$ cat config.mk
export PLATFORM = sky130hd
export DESIGN_NAME = sss_top
export DESIGN_NICKNAME = d
export VERILOG_FILES = /design/src/verilog/sss_pkg.sv /design/src/verilog/sss_softstart.sv /design/src/verilog/sss_top.sv
export VERILOG_INCLUDE_DIRS = /design/src /design/src/verilog
export SDC_FILE = /design/constraint.sdc
export NUM_CORES = 1
export LEC_CHECK = 0
export BUFFER_PORTS_ARGS = -buffer_cell sky130_fd_sc_hd__buf_2
export CORE_ASPECT_RATIO = 0.7
export CORE_UTILIZATION = 35
export CTS_CLUSTER_SIZE = 40
export DETAILED_ROUTE_END_ITERATION = 12
export PLACE_DENSITY = 0.61
export SYNTH_ARGS = -nofsm -noshare
export SYNTH_HDL_FRONTEND = slang
export SYNTH_SLANG_ARGS = --single-unit
$ cat constraint.sdc
create_clock -name clock -period 3 [get_ports clock]
set_input_delay 0 -clock clock [delete_from_list [all_inputs] [get_ports clock]]
set_output_delay 0 -clock clock [all_outputs]
set_load 0.02 [all_outputs]
$ cat src/verilog/sss_map.svh
// constants and field layouts for the simo service sequencer
// assumes inclusion by the package and by every design file that needs a number
`ifndef SSS_MAP_SVH
`define SSS_MAP_SVH
// channel count and field widths
`define SSS_NCH 3
`define SSS_TV_W 8
`define SSS_IP_W 2
`define SSS_EN_W 3
// forced-on enable codes
`define SSS_EN_FORCE0 3'h6
`define SSS_EN_FORCE1 3'h7
// enable code that follows main bias, and the off code
`define SSS_EN_BIAS 3'h4
`define SSS_EN_OFF 3'h0
// soft start: one target code per step; 5 mV/us with 25 mV code assumed
`define SSS_SS_MV_PER_US 5
`define SSS_TV_MV_PER_CODE 25
`define SSS_CLK_MHZ 40
// least spacing of a step, rounded up in cycles
`define SSS_SS_STEP_CYC \
  ((`SSS_TV_MV_PER_CODE * `SSS_CLK_MHZ + `SSS_SS_MV_PER_US - 1) / `SSS_SS_MV_PER_US)
`define SSS_SS_CNT_W 12
`endif

$ cat src/verilog/sss_pkg.sv
// types for the simo service sequencer
// assumes sss_map.svh alongside
`include "sss_map.svh"
package sss_pkg;
  // sequencer states, gray along rest-charge-discharge
  typedef enum logic [1:0] {
    SSS_REST = 2'b00,
    SSS_CHARGE = 2'b01,
    SSS_DISCH = 2'b11
  } sss_state_t;
  // switch drive bundle
  typedef struct packed {
    logic charge_on;
    logic [`SSS_NCH-1:0] disch_sel;
  } sss_sw_t;
endpackage

$ cat src/verilog/sss_softstart.sv
// one channel's soft-start target ramp
// assumes a 40 MHz clock and a step enable from the top
`timescale 1ns/1ps
`include "sss_map.svh"
module sss_softstart #(
  parameter int TV_W = `SSS_TV_W
) (
  // clock and reset
  input wire logic clock,
  input wire logic rst,
  // control
  input wire logic step_en,
  input wire logic on,
  input wire logic [TV_W-1:0] target,
  // ramped target
  output logic [TV_W-1:0] ramp
);
  typedef struct packed {
    logic [TV_W-1:0] ramp;
  } sss_ss_state_t;
  sss_ss_state_t st_r, st_nxt;
  // ---------------------------------------------------------------
  // ramp step
  // ---------------------------------------------------------------
  always_comb begin
    st_nxt = st_r;
    if (!on) begin
      // off restarts the ramp from zero
      st_nxt.ramp = '0;
    end else if (step_en && st_r.ramp < target) begin
      st_nxt.ramp = st_r.ramp + TV_W'(1);
    end else if (st_r.ramp > target) begin
      // downward moves need no limit
      st_nxt.ramp = target;
    end
  end
  always_ff @(posedge clock or posedge rst) begin
    if (rst) begin
      st_r <= '0;
    end else begin
      st_r <= st_nxt;
    end
  end
  assign ramp = st_r.ramp;
  chk_ramp_single_step: assert property (@(posedge clock) disable iff (rst)
    (on && $past(on) && st_r.ramp > $past(st_r.ramp)) |-> st_r.ramp == $past(st_r.ramp) + 1)
    else $error("ramp jumped more than one code");
endmodule

$ cat src/verilog/sss_top.sv
// simo service sequencer: arbitration, switch sequencing, discharge control
// assumes synchronous comparator inputs and one 40 MHz clock
`timescale 1ns/1ps
`include "sss_map.svh"
module sss_top #(
  parameter int NCH = `SSS_NCH,
  parameter int TV_W = `SSS_TV_W,
  parameter int IP_W = `SSS_IP_W,
  parameter int SS_STEP = `SSS_SS_STEP_CYC
) (
  // clock and reset
  input wire logic clock,
  input wire logic rst,
  // per-channel configuration
  input wire logic [NCH*TV_W-1:0] target_voltage_field,
  input wire logic [NCH*IP_W-1:0] peak_current_limit_field,
  input wire logic [NCH*`SSS_EN_W-1:0] channel_enable_field,
  input wire logic [NCH-1:0] discharge_enable_bit,
  input wire logic [NCH-1:0] discharge_default,
  // supply status
  input wire logic main_bias_on,
  input wire logic sys_in_uvlo_window,
  // analog comparators
  input wire logic [NCH-1:0] out_low,
  input wire logic peak_reached,
  input wire logic zero_current_indication,
  // switch drives and analog settings
  output logic charge_on,
  output logic [NCH-1:0] disch_sel,
  output logic [NCH-1:0] discharge_resistor,
  output logic [IP_W-1:0] peak_limit_sel,
  output logic [NCH*TV_W-1:0] ramp_target,
  output logic [NCH-1:0] channel_on,
  output logic busy
);
  typedef struct packed {
    sss_pkg::sss_state_t st;
    sss_pkg::sss_sw_t sw;
    logic [NCH-1:0] cur;
    logic [NCH-1:0] last;
    logic [IP_W-1:0] ip;
    logic [NCH-1:0] dres;
    logic [NCH-1:0] on;
    logic [`SSS_SS_CNT_W-1:0] ss_cnt;
    logic ss_step;
    // registered so the busy output needs no decode after the flops
    logic busy;
  } sss_top_state_t;
  sss_top_state_t st_r, st_nxt;
  // ramp values of the softstart instances
  logic [NCH*TV_W-1:0] ramp_w;
  // combinational helpers
  logic [NCH-1:0] req;
  logic [NCH-1:0] grant;
  logic [NCH-1:0] on_c;
  logic [NCH-1:0] forced;
  logic [`SSS_EN_W-1:0] en_code;
  int idx;

  // ---------------------------------------------------------------
  // per-channel soft start
  // ---------------------------------------------------------------
  for (genvar g = 0; g < NCH; g++) begin : g_ss
    sss_softstart #(.TV_W(TV_W)) u_ss (
      .clock(clock),
      .rst(rst),
      .step_en(st_r.ss_step),
      .on(st_r.on[g]),
      .target(target_voltage_field[g*TV_W +: TV_W]),
      .ramp(ramp_w[g*TV_W +: TV_W])
    );
  end

  // ---------------------------------------------------------------
  // next state
  // ---------------------------------------------------------------
  always_comb begin
    st_nxt = st_r;
    forced = '0;
    on_c = '0;
    req = '0;
    grant = '0;
    en_code = '0;
    idx = 0;
    // soft-start step divider
    if (st_r.ss_cnt >= `SSS_SS_CNT_W'(SS_STEP - 1)) begin
      st_nxt.ss_cnt = '0;
      st_nxt.ss_step = 1'b1;
    end else begin
      st_nxt.ss_cnt = st_r.ss_cnt + `SSS_SS_CNT_W'(1);
      st_nxt.ss_step = 1'b0;
    end
    for (int c = 0; c < NCH; c++) begin
      en_code = channel_enable_field[c*`SSS_EN_W +: `SSS_EN_W];
      forced[c] = (en_code == `SSS_EN_FORCE0) || (en_code == `SSS_EN_FORCE1);
      on_c[c] = forced[c] || ((en_code == `SSS_EN_BIAS) && main_bias_on);
      // discharge when off if enabled, or in the uvlo window by default; never when forced, per channel
      st_nxt.dres[c] = (discharge_enable_bit[c] && !on_c[c] && !forced[c])
        || (discharge_default[c] && sys_in_uvlo_window && !forced[c]);
    end
    st_nxt.on = on_c;
    // low output requests, skip idle channels
    req = out_low & st_r.on;
    for (int k = NCH; k >= 1; k--) begin
      idx = 0;
      for (int c = 0; c < NCH; c++) begin
        if (st_r.last[c]) begin
          idx = (c + k) % NCH;
        end
      end
      if (req[idx]) begin
        grant = '0;
        grant[idx] = 1'b1;
      end
    end
    case (st_r.st)
      sss_pkg::SSS_REST: begin
        st_nxt.sw = '0;
        if (grant != '0) begin
          st_nxt.st = sss_pkg::SSS_CHARGE;
          st_nxt.cur = grant;
          st_nxt.sw.charge_on = 1'b1;
          for (int c = 0; c < NCH; c++) begin
            if (grant[c]) begin
              st_nxt.ip = peak_current_limit_field[c*IP_W +: IP_W];
            end
          end
        end
      end
      sss_pkg::SSS_CHARGE: begin
        if (peak_reached) begin
          st_nxt.st = sss_pkg::SSS_DISCH;
          st_nxt.sw.charge_on = 1'b0;
          st_nxt.sw.disch_sel = st_r.cur;
        end
      end
      sss_pkg::SSS_DISCH: begin
        if (zero_current_indication) begin
          st_nxt.st = sss_pkg::SSS_REST;
          st_nxt.sw = '0;
          st_nxt.last = st_r.cur;
        end
      end
      default: begin
        st_nxt.st = sss_pkg::SSS_REST;
        st_nxt.sw = '0;
      end
    endcase
    // busy follows the next state, so it flips on the same edge as the switches
    st_nxt.busy = (st_nxt.st != sss_pkg::SSS_REST);
  end

  // ---------------------------------------------------------------
  // state register
  // ---------------------------------------------------------------
  always_ff @(posedge clock or posedge rst) begin
    if (rst) begin
      st_r <= '0;
      // last points at top channel so channel 0 goes first
      st_r.last <= NCH'(1) << (NCH - 1);
    end else begin
      st_r <= st_nxt;
    end
  end

  // outputs straight from flops
  assign charge_on = st_r.sw.charge_on;
  assign disch_sel = st_r.sw.disch_sel;
  assign discharge_resistor = st_r.dres;
  assign peak_limit_sel = st_r.ip;
  assign ramp_target = ramp_w;
  assign channel_on = st_r.on;
  assign busy = st_r.busy;

  // ---------------------------------------------------------------
  // checks
  // ---------------------------------------------------------------
  chk_rest_no_switch: assert property (@(posedge clock) disable iff (rst)
    (st_r.st == sss_pkg::SSS_REST) |-> !charge_on && disch_sel == '0)
    else $error("switching while resting");
  chk_charge_until_peak: assert property (@(posedge clock) disable iff (rst)
    (charge_on && !peak_reached) |=> charge_on)
    else $error("charge dropped before peak");
  chk_peak_to_disch: assert property (@(posedge clock) disable iff (rst)
    (charge_on && peak_reached) |=> !charge_on && disch_sel == $past(st_r.cur))
    else $error("no discharge after peak");
  chk_disch_hold: assert property (@(posedge clock) disable iff (rst)
    (disch_sel != '0 && !zero_current_indication) |=> disch_sel == $past(disch_sel))
    else $error("discharge ended early");
  chk_one_hot_disch: assert property (@(posedge clock) disable iff (rst)
    $onehot0(disch_sel) && !(charge_on && disch_sel != '0))
    else $error("switch conflict");
  chk_skip_idle: assert property (@(posedge clock) disable iff (rst)
    (st_r.st == sss_pkg::SSS_REST && req == '0) |=> !charge_on)
    else $error("idle channel serviced");
  chk_rr_rotate: assert property (@(posedge clock) disable iff (rst)
    (st_r.st == sss_pkg::SSS_REST && $countones(req) > 1) |-> (grant & st_r.last) == '0)
    else $error("same channel twice while others wait");
  chk_forced_no_dres: assert property (@(posedge clock) disable iff (rst)
    forced != '0 |=> (discharge_resistor & $past(forced)) == '0)
    else $error("discharge on forced channel");
  chk_dres_when_off: assert property (@(posedge clock) disable iff (rst)
    (discharge_enable_bit == '0 && !sys_in_uvlo_window) |=> discharge_resistor == '0)
    else $error("discharge without enable");
  chk_zero_ends_cycle: assert property (@(posedge clock) disable iff (rst)
    (disch_sel != '0 && zero_current_indication) |=> !busy && disch_sel == '0)
    else $error("discharge kept after zero current");
  chk_request_starts: assert property (@(posedge clock) disable iff (rst)
    (st_r.st == sss_pkg::SSS_REST && req != '0) |=> charge_on && busy)
    else $error("request left unserved at rest");
  chk_limit_applied: assert property (@(posedge clock) disable iff (rst)
    (st_r.st == sss_pkg::SSS_REST && grant[0]) |=>
      peak_limit_sel == $past(peak_current_limit_field[IP_W-1:0]))
    else $error("wrong peak limit for channel 0");
endmodule

## Word-level counts from Yosys, hierarchy flattened

Cells that the tools add are included.

| cells by class | value |
|---|---|
| $add $sub $neg | 4 |
| magnitude comparators | 13 |
| eq/ne operators | 16 |
| multiplexer cells | 43 |
| bitwise logic cells | 1 |
| reduce and logical (&&, ||, !) cells | 42 |

Operators with widths:

| kind | number |
|---|---|
| $mux 32 | 5 |
| $ge 32x1->1 const B | 3 |
| $lt 32x4->1 const B | 3 |
| $mux 8 | 9 |
| $eq 3x3->1 const B | 9 |
| $add 8x1->8 const B | 3 |
| $gt 8x8->1 | 3 |
| $lt 8x8->1 | 3 |
| $logic_and 1x1->1 | 21 |
| $pmux 6 s3 | 1 |
| $mux 13 | 1 |
| $add 12x1->12 const B | 1 |
| $ge 12x8->1 const B | 1 |
| $mux 3 | 4 |
| $mux 6 | 2 |
| $mux 1 | 11 |
| $logic_or 1x1->1 | 9 |
| $ne 3x1->1 const B | 3 |
| $mux 2 | 4 |
| $bmux 1 s2 | 3 |
| $demux 1 s2 | 3 |
| $logic_not 1->1 | 6 |
| $reduce_and 2->1 | 3 |
| $ne 2x2->1 const B | 2 |
| 6 further kinds | 6 |

| word-level totals | value |
|---|---|
| bits in registers | 58 |
| input bits | 54 |
| logic and storage cells | 133 |

## Longest topological paths before layout

Gate-level depths: netlist (run 1).

| logic depth | value |
|---|---|
| word-level depth | 13 |
| mapped depth | 10 |

## Hierarchy

From an unflattened synthesis (run 1), not the netlist that was laid out.

| second synthesis, totals | value |
|---|---|
| cell total of the unflattened synthesis | 420 |
| area, all modules | 3,936.3 um^2 |

By module, submodules not included:

| module | instances | cells each | area each (um^2) | seq. area each (um^2) |
|---|---|---|---|---|
| sss_softstart | 3 | 88 | 784.5 | 200.2 |
| sss_top | 1 | 156 | 1,582.8 | 852.1 |

## Least setup slack after synthesis (run 1)

Ideal clock, no wire load.

| timing | value |
|---|---|
| kind | register -> register |
| start | register g_ss[1].u_ss.st_r, in the netlist g_ss[1].u_ss.ramp[3] |
| end | register g_ss[1].u_ss.st_r, in the netlist g_ss[1].u_ss.ramp[0] |
| library setup time | 0.120 ns |
| arrival | 2.198 ns |
| data required time | 2.880 ns |
| setup slack | 0.683 ns |
| cell stages (with the launch flop) | 9 |
| buffers on the path | 1 |
| clock period less this slack | 2.317 ns |
| cell sequence | dfrtp_1 > ha_1 > and4b_1 > a211oi_2 > o21ai_2 > o21a_1 > buf_2 > a211o_1 > and3_1 |

| on the way | value |
|---|---|
| longest elaborated chain between the ends | 4 |
| elaborated cells on any way between the ends | 6 |

Ends and longest elaborated chain:

| what | RTL line | source |
|---|---|---|
| from (decl) | sss_softstart.sv:21 | `sss_ss_state_t st_r, st_nxt;` |
| from (signal assigned) | sss_softstart.sv:41 | `st_r <= st_nxt;` |
| $lt 8x8->1 | sss_softstart.sv:30 | `end else if (step_en && st_r.ramp < target) begin` |
| $logic_and 1x1->1 | sss_softstart.sv:30 |  |
| $mux 8 | sss_softstart.sv:30 |  |
| $mux 8 | sss_softstart.sv:27 | `if (!on) begin` |

Parallel ways exist; a longest one is shown, timed or not.
A chain may end at the register's enable or synchronous reset.

## Final worst setup path (run 1)

| timing | value |
|---|---|
| start | register g_ss[2].u_ss.st_r, in the netlist g_ss[2].u_ss.ramp[3] |
| end | register g_ss[2].u_ss.st_r, in the netlist g_ss[2].u_ss.ramp[1] |

| on the way | value |
|---|---|
| longest elaborated chain between the ends | 4 |
| elaborated cells on any way between the ends | 6 |

Ends and longest elaborated chain:

| what | RTL line |
|---|---|
| from (decl) | sss_softstart.sv:21 |
| from (signal assigned) | sss_softstart.sv:41 |
| $lt 8x8->1 | sss_softstart.sv:30 |
| $logic_and 1x1->1 | sss_softstart.sv:30 |
| $mux 8 | sss_softstart.sv:30 |
| $mux 8 | sss_softstart.sv:27 |

Parallel ways exist; a longest one is shown, timed or not.

==> results.cfg, run 1 <==
[run_status]
outcome = complete, but fails checks
violations = design-rule violations

[cells_and_area]
layout_common_cells = buf_2 (90), dfrtp_1 (57), inv_1 (39)
nFillCells = 1017
final_cell_count_no_fill = 668
final_common_cell = buf_2
drive_above_1_share = 0.2519
fin_nets = 613
area.growth.synth_to_final_pct = 29.75
diodes = 0

[power]
vdd_drop_max_mv = 0.3084
leakage_nw = 2.485
power.density_mw_per_mm2 = 545.1

[detailed_routing]
drt_iter0_markers = 278
dr_total_vias = 3434
route.detailed.drc = 6
drtPass1Iterations = 9
postRouteWirelength_um = 9761
ant_nets = 0
avgRoutedWirePerCell_um = 14.61
vias_per_cell = 5.141

[sta]
clock.fmax_mhz = 388.6
finClkSkew_ns = 0.006365
rsz0062_at_grt = no
fin_setup_tns_ns = 0
worst_slew_pin_slew_ns = 0.8198
slew_violations = 0
period_share = 0.8579
fin_crit_ns = 2.574
final_hold_viol_count = 0
finalSetupViolations = 0
relSlewSlack = 0.4511

[cts]
numClockSinks = 58
cts_setup_buffers = 0
cts_hold_buf = 27
htreeDepth = 3
clk_path_buf_depth = 2
tritoncts = built
cts_buffers = 9
clk_pin_slew_ns = 0.05
ctsResizeCount = 0
cts_root_buf = clkbuf_16
clk_latency_ns = 0.33

[global_routing]
grt_use_total = 0.1855
grt_max_degree = 35
grt_pass1_vias = 3263
antenna_found_initial = 0
grt-ovfl-total = 0
grt_pass1_wl_um = 15950

[yosys]
synth_area_mm2 = 0.003747
syn_avg_cell_area_um2 = 8.986
synthFlopType = dfrtp_1
synth.distinct_cells = 55
synth_seq_area_share = 0.3876
ys_ff_latch = 58
synth_edf_count = 0
synthTopCellsByArea = dfrtp_1 (38%), ha_1 (9.3%), inv_1 (4.0%), mux2_2 (3.9%), nand2_1 (3.4%)
yosysTopAreaCellShare = 0.3806
synth_warnings = 0
synthArstFlopShare = 1.000
syn_inst = 417
synth_area_leader_cell = dfrtp_1

[placed_design]
gp_congestion = 0.8570
dp.cells = 625
port-buffer-count = 90
hpwl_um = 7258

[floorplan]
die_h_um = 88.57
core_area_mm2 = 0.01040
dieWidth_um = 125.7
io_pins = 91
die-area_mm2 = 0.01113
rows = 31
initial_core_util = 0.3605

[setup_path]
crit_path_end_kind = flop
cp_cell_sequence = ha_1, a21oi_1, a31oi_1, or3_1, nor2_4, mux2_2, o21a_1
path_max_fanout = 12
crit_buf_inv = 0
cp.required_ns = 3.22
start_kind = flop
crit_arrival_ns = 2.79
crit_family = simple AND/OR/NAND/NOR gates
crit_type = reg2reg
cp_slowest_cell = dfrtp_1
max_stage_delay_ns = 0.46
r2r_setup_slack_ns = 0.43

[run]
drv_cap = 0

[hold_path]
hold_class = in2reg
## sequential cells by signal (all words and copies together), names as in the netlist
name	count
channel_on	3
g_ss.u_ss.ramp	24
charge_on	1
st_r	21
busy	1
disch_sel	3
discharge_resistor	3
peak_limit_sel	2
## final timing paths
check / startpoint / end / cells past startpoint
worst max-delay path: g_ss[2].u_ss.ramp[3] / g_ss[2].u_ss.ramp[1] / 7
max in group asynchronous: rst / st_r[24] / 4
worst min-delay path: target_voltage_field[20] / g_ss[2].u_ss.ramp[4] / 3
worst max register to register: g_ss[2].u_ss.ramp[3] / g_ss[2].u_ss.ramp[1] / 7
min in group asynchronous: rst / g_ss[1].u_ss.ramp[5] / 3
worst min register to register: st_r[2] / st_r[2] / 1
## through the flow
stage | worst slack (ns) | total power, mW | util | area (µm²) | hold slack [ns]
after CTS | 0.4523 | 2.679 | 0.4677 | 4862 | 0.008772
after global placement | 0.5262 | 1.524 | 0.4111 | 4273 | 0.08494
after global routing | 0.3082 | 2.789 | 0.4677 | 4862 | 0.03050
after detailed placement | 0.4612 | 1.539 | 0.4111 | 4273 | 0.08720
after floorplan | 0.6825 | 1.394 | - | 3759 | 0.1350
final | 0.4264 | 2.650 | 0.4677 | 4862 | 0.02354
## per-layer routing
metal,part of all wire,vias up,GRT usage
li1,-,1710,-
met1,0.50,1638,0.2475
met2,0.44,79,0.2975
met3,0.059,7,0.05502
met4,0.0052,0,0.04545
met5,0,-,0
## tightest hold or removal path, delay by kind of cell
kind	cells	cell delay (ns)
muxes	1	0.06
buffers and inverters	1	0.10
AOI/OAI and AO/OA	1	0.14
## cell usage after synthesis (all sizes together), types with 4 or more instances
cell,number
mux2i,12
nand3,23
nor2,33
nand4,11
mux2,13
ha,28
nor2b,8
nand2,34
a22oi,4
and3,7
or2,4
o21a,9
o22ai,9
o21ai,22
nor3,4
inv,40
a31oi,4
buf,17
a211oi,4
dfrtp,57
a21oi,25
clkbuf,4
## report_power, final
part           switching, mW  internal, mW
logic                  0.302         0.256
clock network          0.367         0.724
registers              0.108         0.893
## kinds of logic (layout without fill, tap and decap cells)
logic type               Yosys count  after routing  synth area share
AND/OR/NAND/NOR                  138            138            0.1836
AO/OA/AOI/OAI                    101            101            0.1763
buffers and inverters             61            177           0.07512
flip-flops                        58             58            0.3876
adder cells (fa/ha/maj)           28             28           0.09349
multiplexers                      25             25           0.07112
XOR/XNOR                           5              5           0.01169
other                              1              4          0.001001
## layout make-up
type                    instances  area, µm²  area share
multi-input cells             301       2024      0.4164
well taps                     132      165.2     0.03397
flip-flops and latches         58       1453      0.2988
inverters                      40      150.1     0.03088
clock inverters                 7      93.84     0.01930
repair buffers                121      750.7      0.1544
clock buffers                   9      225.2     0.04632
Note: power is estimated with default switching activity, not from simulation.
==> inputs of run 2 (changes only) <==
--- a/config.mk
+++ b/config.mk
@@ -7,11 +7,13 @@
 export NUM_CORES = 1
 export LEC_CHECK = 0
 export BUFFER_PORTS_ARGS = -buffer_cell sky130_fd_sc_hd__buf_2
+export CELL_PAD_IN_SITES_DETAIL_PLACEMENT = 0
+export CELL_PAD_IN_SITES_GLOBAL_PLACEMENT = 2
 export CORE_ASPECT_RATIO = 0.7
-export CORE_UTILIZATION = 35
+export CORE_UTILIZATION = 32
 export CTS_CLUSTER_SIZE = 40
 export DETAILED_ROUTE_END_ITERATION = 12
-export PLACE_DENSITY = 0.61
+export PLACE_DENSITY = 0.85
 export SYNTH_ARGS = -nofsm -noshare
 export SYNTH_HDL_FRONTEND = slang
 export SYNTH_SLANG_ARGS = --single-unit
==> run 2 against run 1 <==
The flow now finishes without violations. Flip-flop and latch count stayed put. Utilization is 3.4 points lower. Sequential power hardly changed.
==> results.cfg, run 2 (synthesis gave the netlist of run 1 again) <==
[cells_and_area]
fin_nets = 613
largest_reg_flops = 24
area.growth.synth_to_final_pct = 29.68
seqCellArea_mm2 = 0.001453
nFillCells = 1120
layout_common_cells = buf_2 (90), dfrtp_1 (57), inv_1 (39)
final_common_cell = buf_2
drive_above_1_share = 0.2505
final_cell_count_no_fill = 688
diodes = 0
multi_input_area_mm2 = 0.002024

[detailed_routing]
drt-met1-wl_um = 5089
routed.top_layer = met4
drt_iter0_markers = 166
wl_met3_um = 401
drtPass1Iterations = 4
avgRoutedWirePerCell_um = 14.26
dr_total_vias = 3403
route.detailed.drc = 0
dr_wl_met2_um = 4216
ant_nets = 0
postRouteWirelength_um = 9811
vias_per_cell = 4.946

[sta]
finalSetupViolations = 0
worst_slew_pin_slew_ns = 0.8039
clock.fmax_mhz = 388.6
rsz0062_at_grt = no
fin_hold_ws_ns = 0.01040
slew_violations = 0
relSlewSlack = 0.4617
fin_setup_tns_ns = 0
fin_crit_ns = 2.573
timing.final.ws_setup_ns = 0.4269
final_hold_viol_count = 0
finClkSkew_ns = 0.005906
period_share = 0.8577

[cts]
cts_root_buf = clkbuf_16
cts_setup_buffers = 0
cts_buffers = 9
tritoncts = built
clk_pin_slew_ns = 0.05
htreeDepth = 3
clk_path_buf_depth = 2
ctsResizeCount = 0
numClockSinks = 58
clk_latency_ns = 0.33

[hold_path]
hold_class = in2reg
worstHoldPathCells = 3

[floorplan]
initial_core_util = 0.3343
core_area_mm2 = 0.01121
io_pins = 91
die_h_um = 92.54
die-area_mm2 = 0.01215
dieWidth_um = 131.3
rows = 32

[power]
power.density_mw_per_mm2 = 524.7
vdd_drop_max_mv = 0.3293
power_frac_clock = 0.385
p_sw_frac = 0.2978
seqPwrFrac = 0.393
leakage_nw = 2.482
p_switching_mw = 0.7594
p_int_mw = 1.791
comb_power_share = 0.222

[global_routing]
grt_pass1_wl_um = 16710
antenna_found_initial = 0
grt-ovfl-total = 0
grt_use_total = 0.1745
grt_pass1_vias = 3392
grt_max_degree = 36

[setup_path]
path_max_fanout = 12
crit_type = reg2reg
cp.required_ns = 3.21
crit_arrival_ns = 2.79
crit_path_end_kind = flop
r2r.worst_path.cells = 7
start_kind = flop

[placed_design]
port-buffer-count = 90
dp.cells = 646
dp_worst_setup_slack_ns = 0.4628
hpwl_um = 7488
gp_congestion = 0.7840

[run]
drv_cap = 0

[run_status]
outcome = finished, final reports clean
## run 2: cell count changes in the layout (fill, tap and decap cells not counted), sizes merged
cell / previous run / this run
clkinvlp: 2 / 0
bufinv: 2 / 0
clkinv: 3 / 2
clkbuf: 9 / 13
## run 2: worst paths after layout
path | end | slack, ns | start
worst min register to register | st_r[2] | 0.45 | st_r[2]
worst max-delay path | g_ss[2].u_ss.ramp[1] | 0.43 | g_ss[2].u_ss.ramp[3]
max in group asynchronous | channel_on[2] | 1.85 | rst
worst min-delay path | g_ss[2].u_ss.ramp[2] | 0.01 | target_voltage_field[18]
min in group asynchronous | channel_on[1] | 0.26 | rst
worst max register to register | g_ss[2].u_ss.ramp[1] | 0.43 | g_ss[2].u_ss.ramp[3]
## run 2: cell type report
type / count / share of cell area
clock buffers: 13 / 0.05767
well taps: 153 / 0.03939
flip-flops and latches: 58 / 0.2989
clock inverters: 2 / 0.002060
inverters: 40 / 0.03090
multi-input cells: 301 / 0.4166
repair buffers: 121 / 0.1545
## run 2: timing repair
action                                 4_1_cts  5_1_grt
endpoints found under the hold margin       40        0
hold buffers                                27        0
setup endpoints to repair                    0        0
## run 2: metal layers
layer | GRT usage | up-vias
met2 | 0.2642 | 59
met4 | 0.04651 | 0
met3 | 0.05036 | 8
met5 | 0 | -
li1 | - | 1711
met1 | 0.2422 | 1625
## run 2: power groups by stage
| stage | Clock, mW | Combinational [mW] | Sequential [mW] |
|---|---|---|---|
| floorplan | 0 | 0.389 | 1.01 |
| global placement | 0 | 0.528 | 1.01 |
| CTS | 1.01 | 0.571 | 1.00 |
| detailed placement | 0 | 0.538 | 1.01 |
| finish | 0.983 | 0.565 | 1.00 |
| global route | 1.05 | 0.629 | 1.02 |
## run 2: per-stage QoR
step	util	cell area, µm²	power, mW
finish	0.4335	4860	2.550
floorplan	-	3759	1.394
global placement	0.3835	4299	1.536
detailed placement	0.3835	4299	1.549
CTS	0.4335	4860	2.581
global route	0.4335	4860	2.693
## run 2: worst max-delay path, stage by stage (launching register included)
cell and delay (ns):
dfrtp_1 0.45, ha_1 0.35, a21oi_1 0.21, a31oi_1 0.11, or3_1 0.44, nor2_4 0.34
mux2_2 0.38, o21a_1 0.17
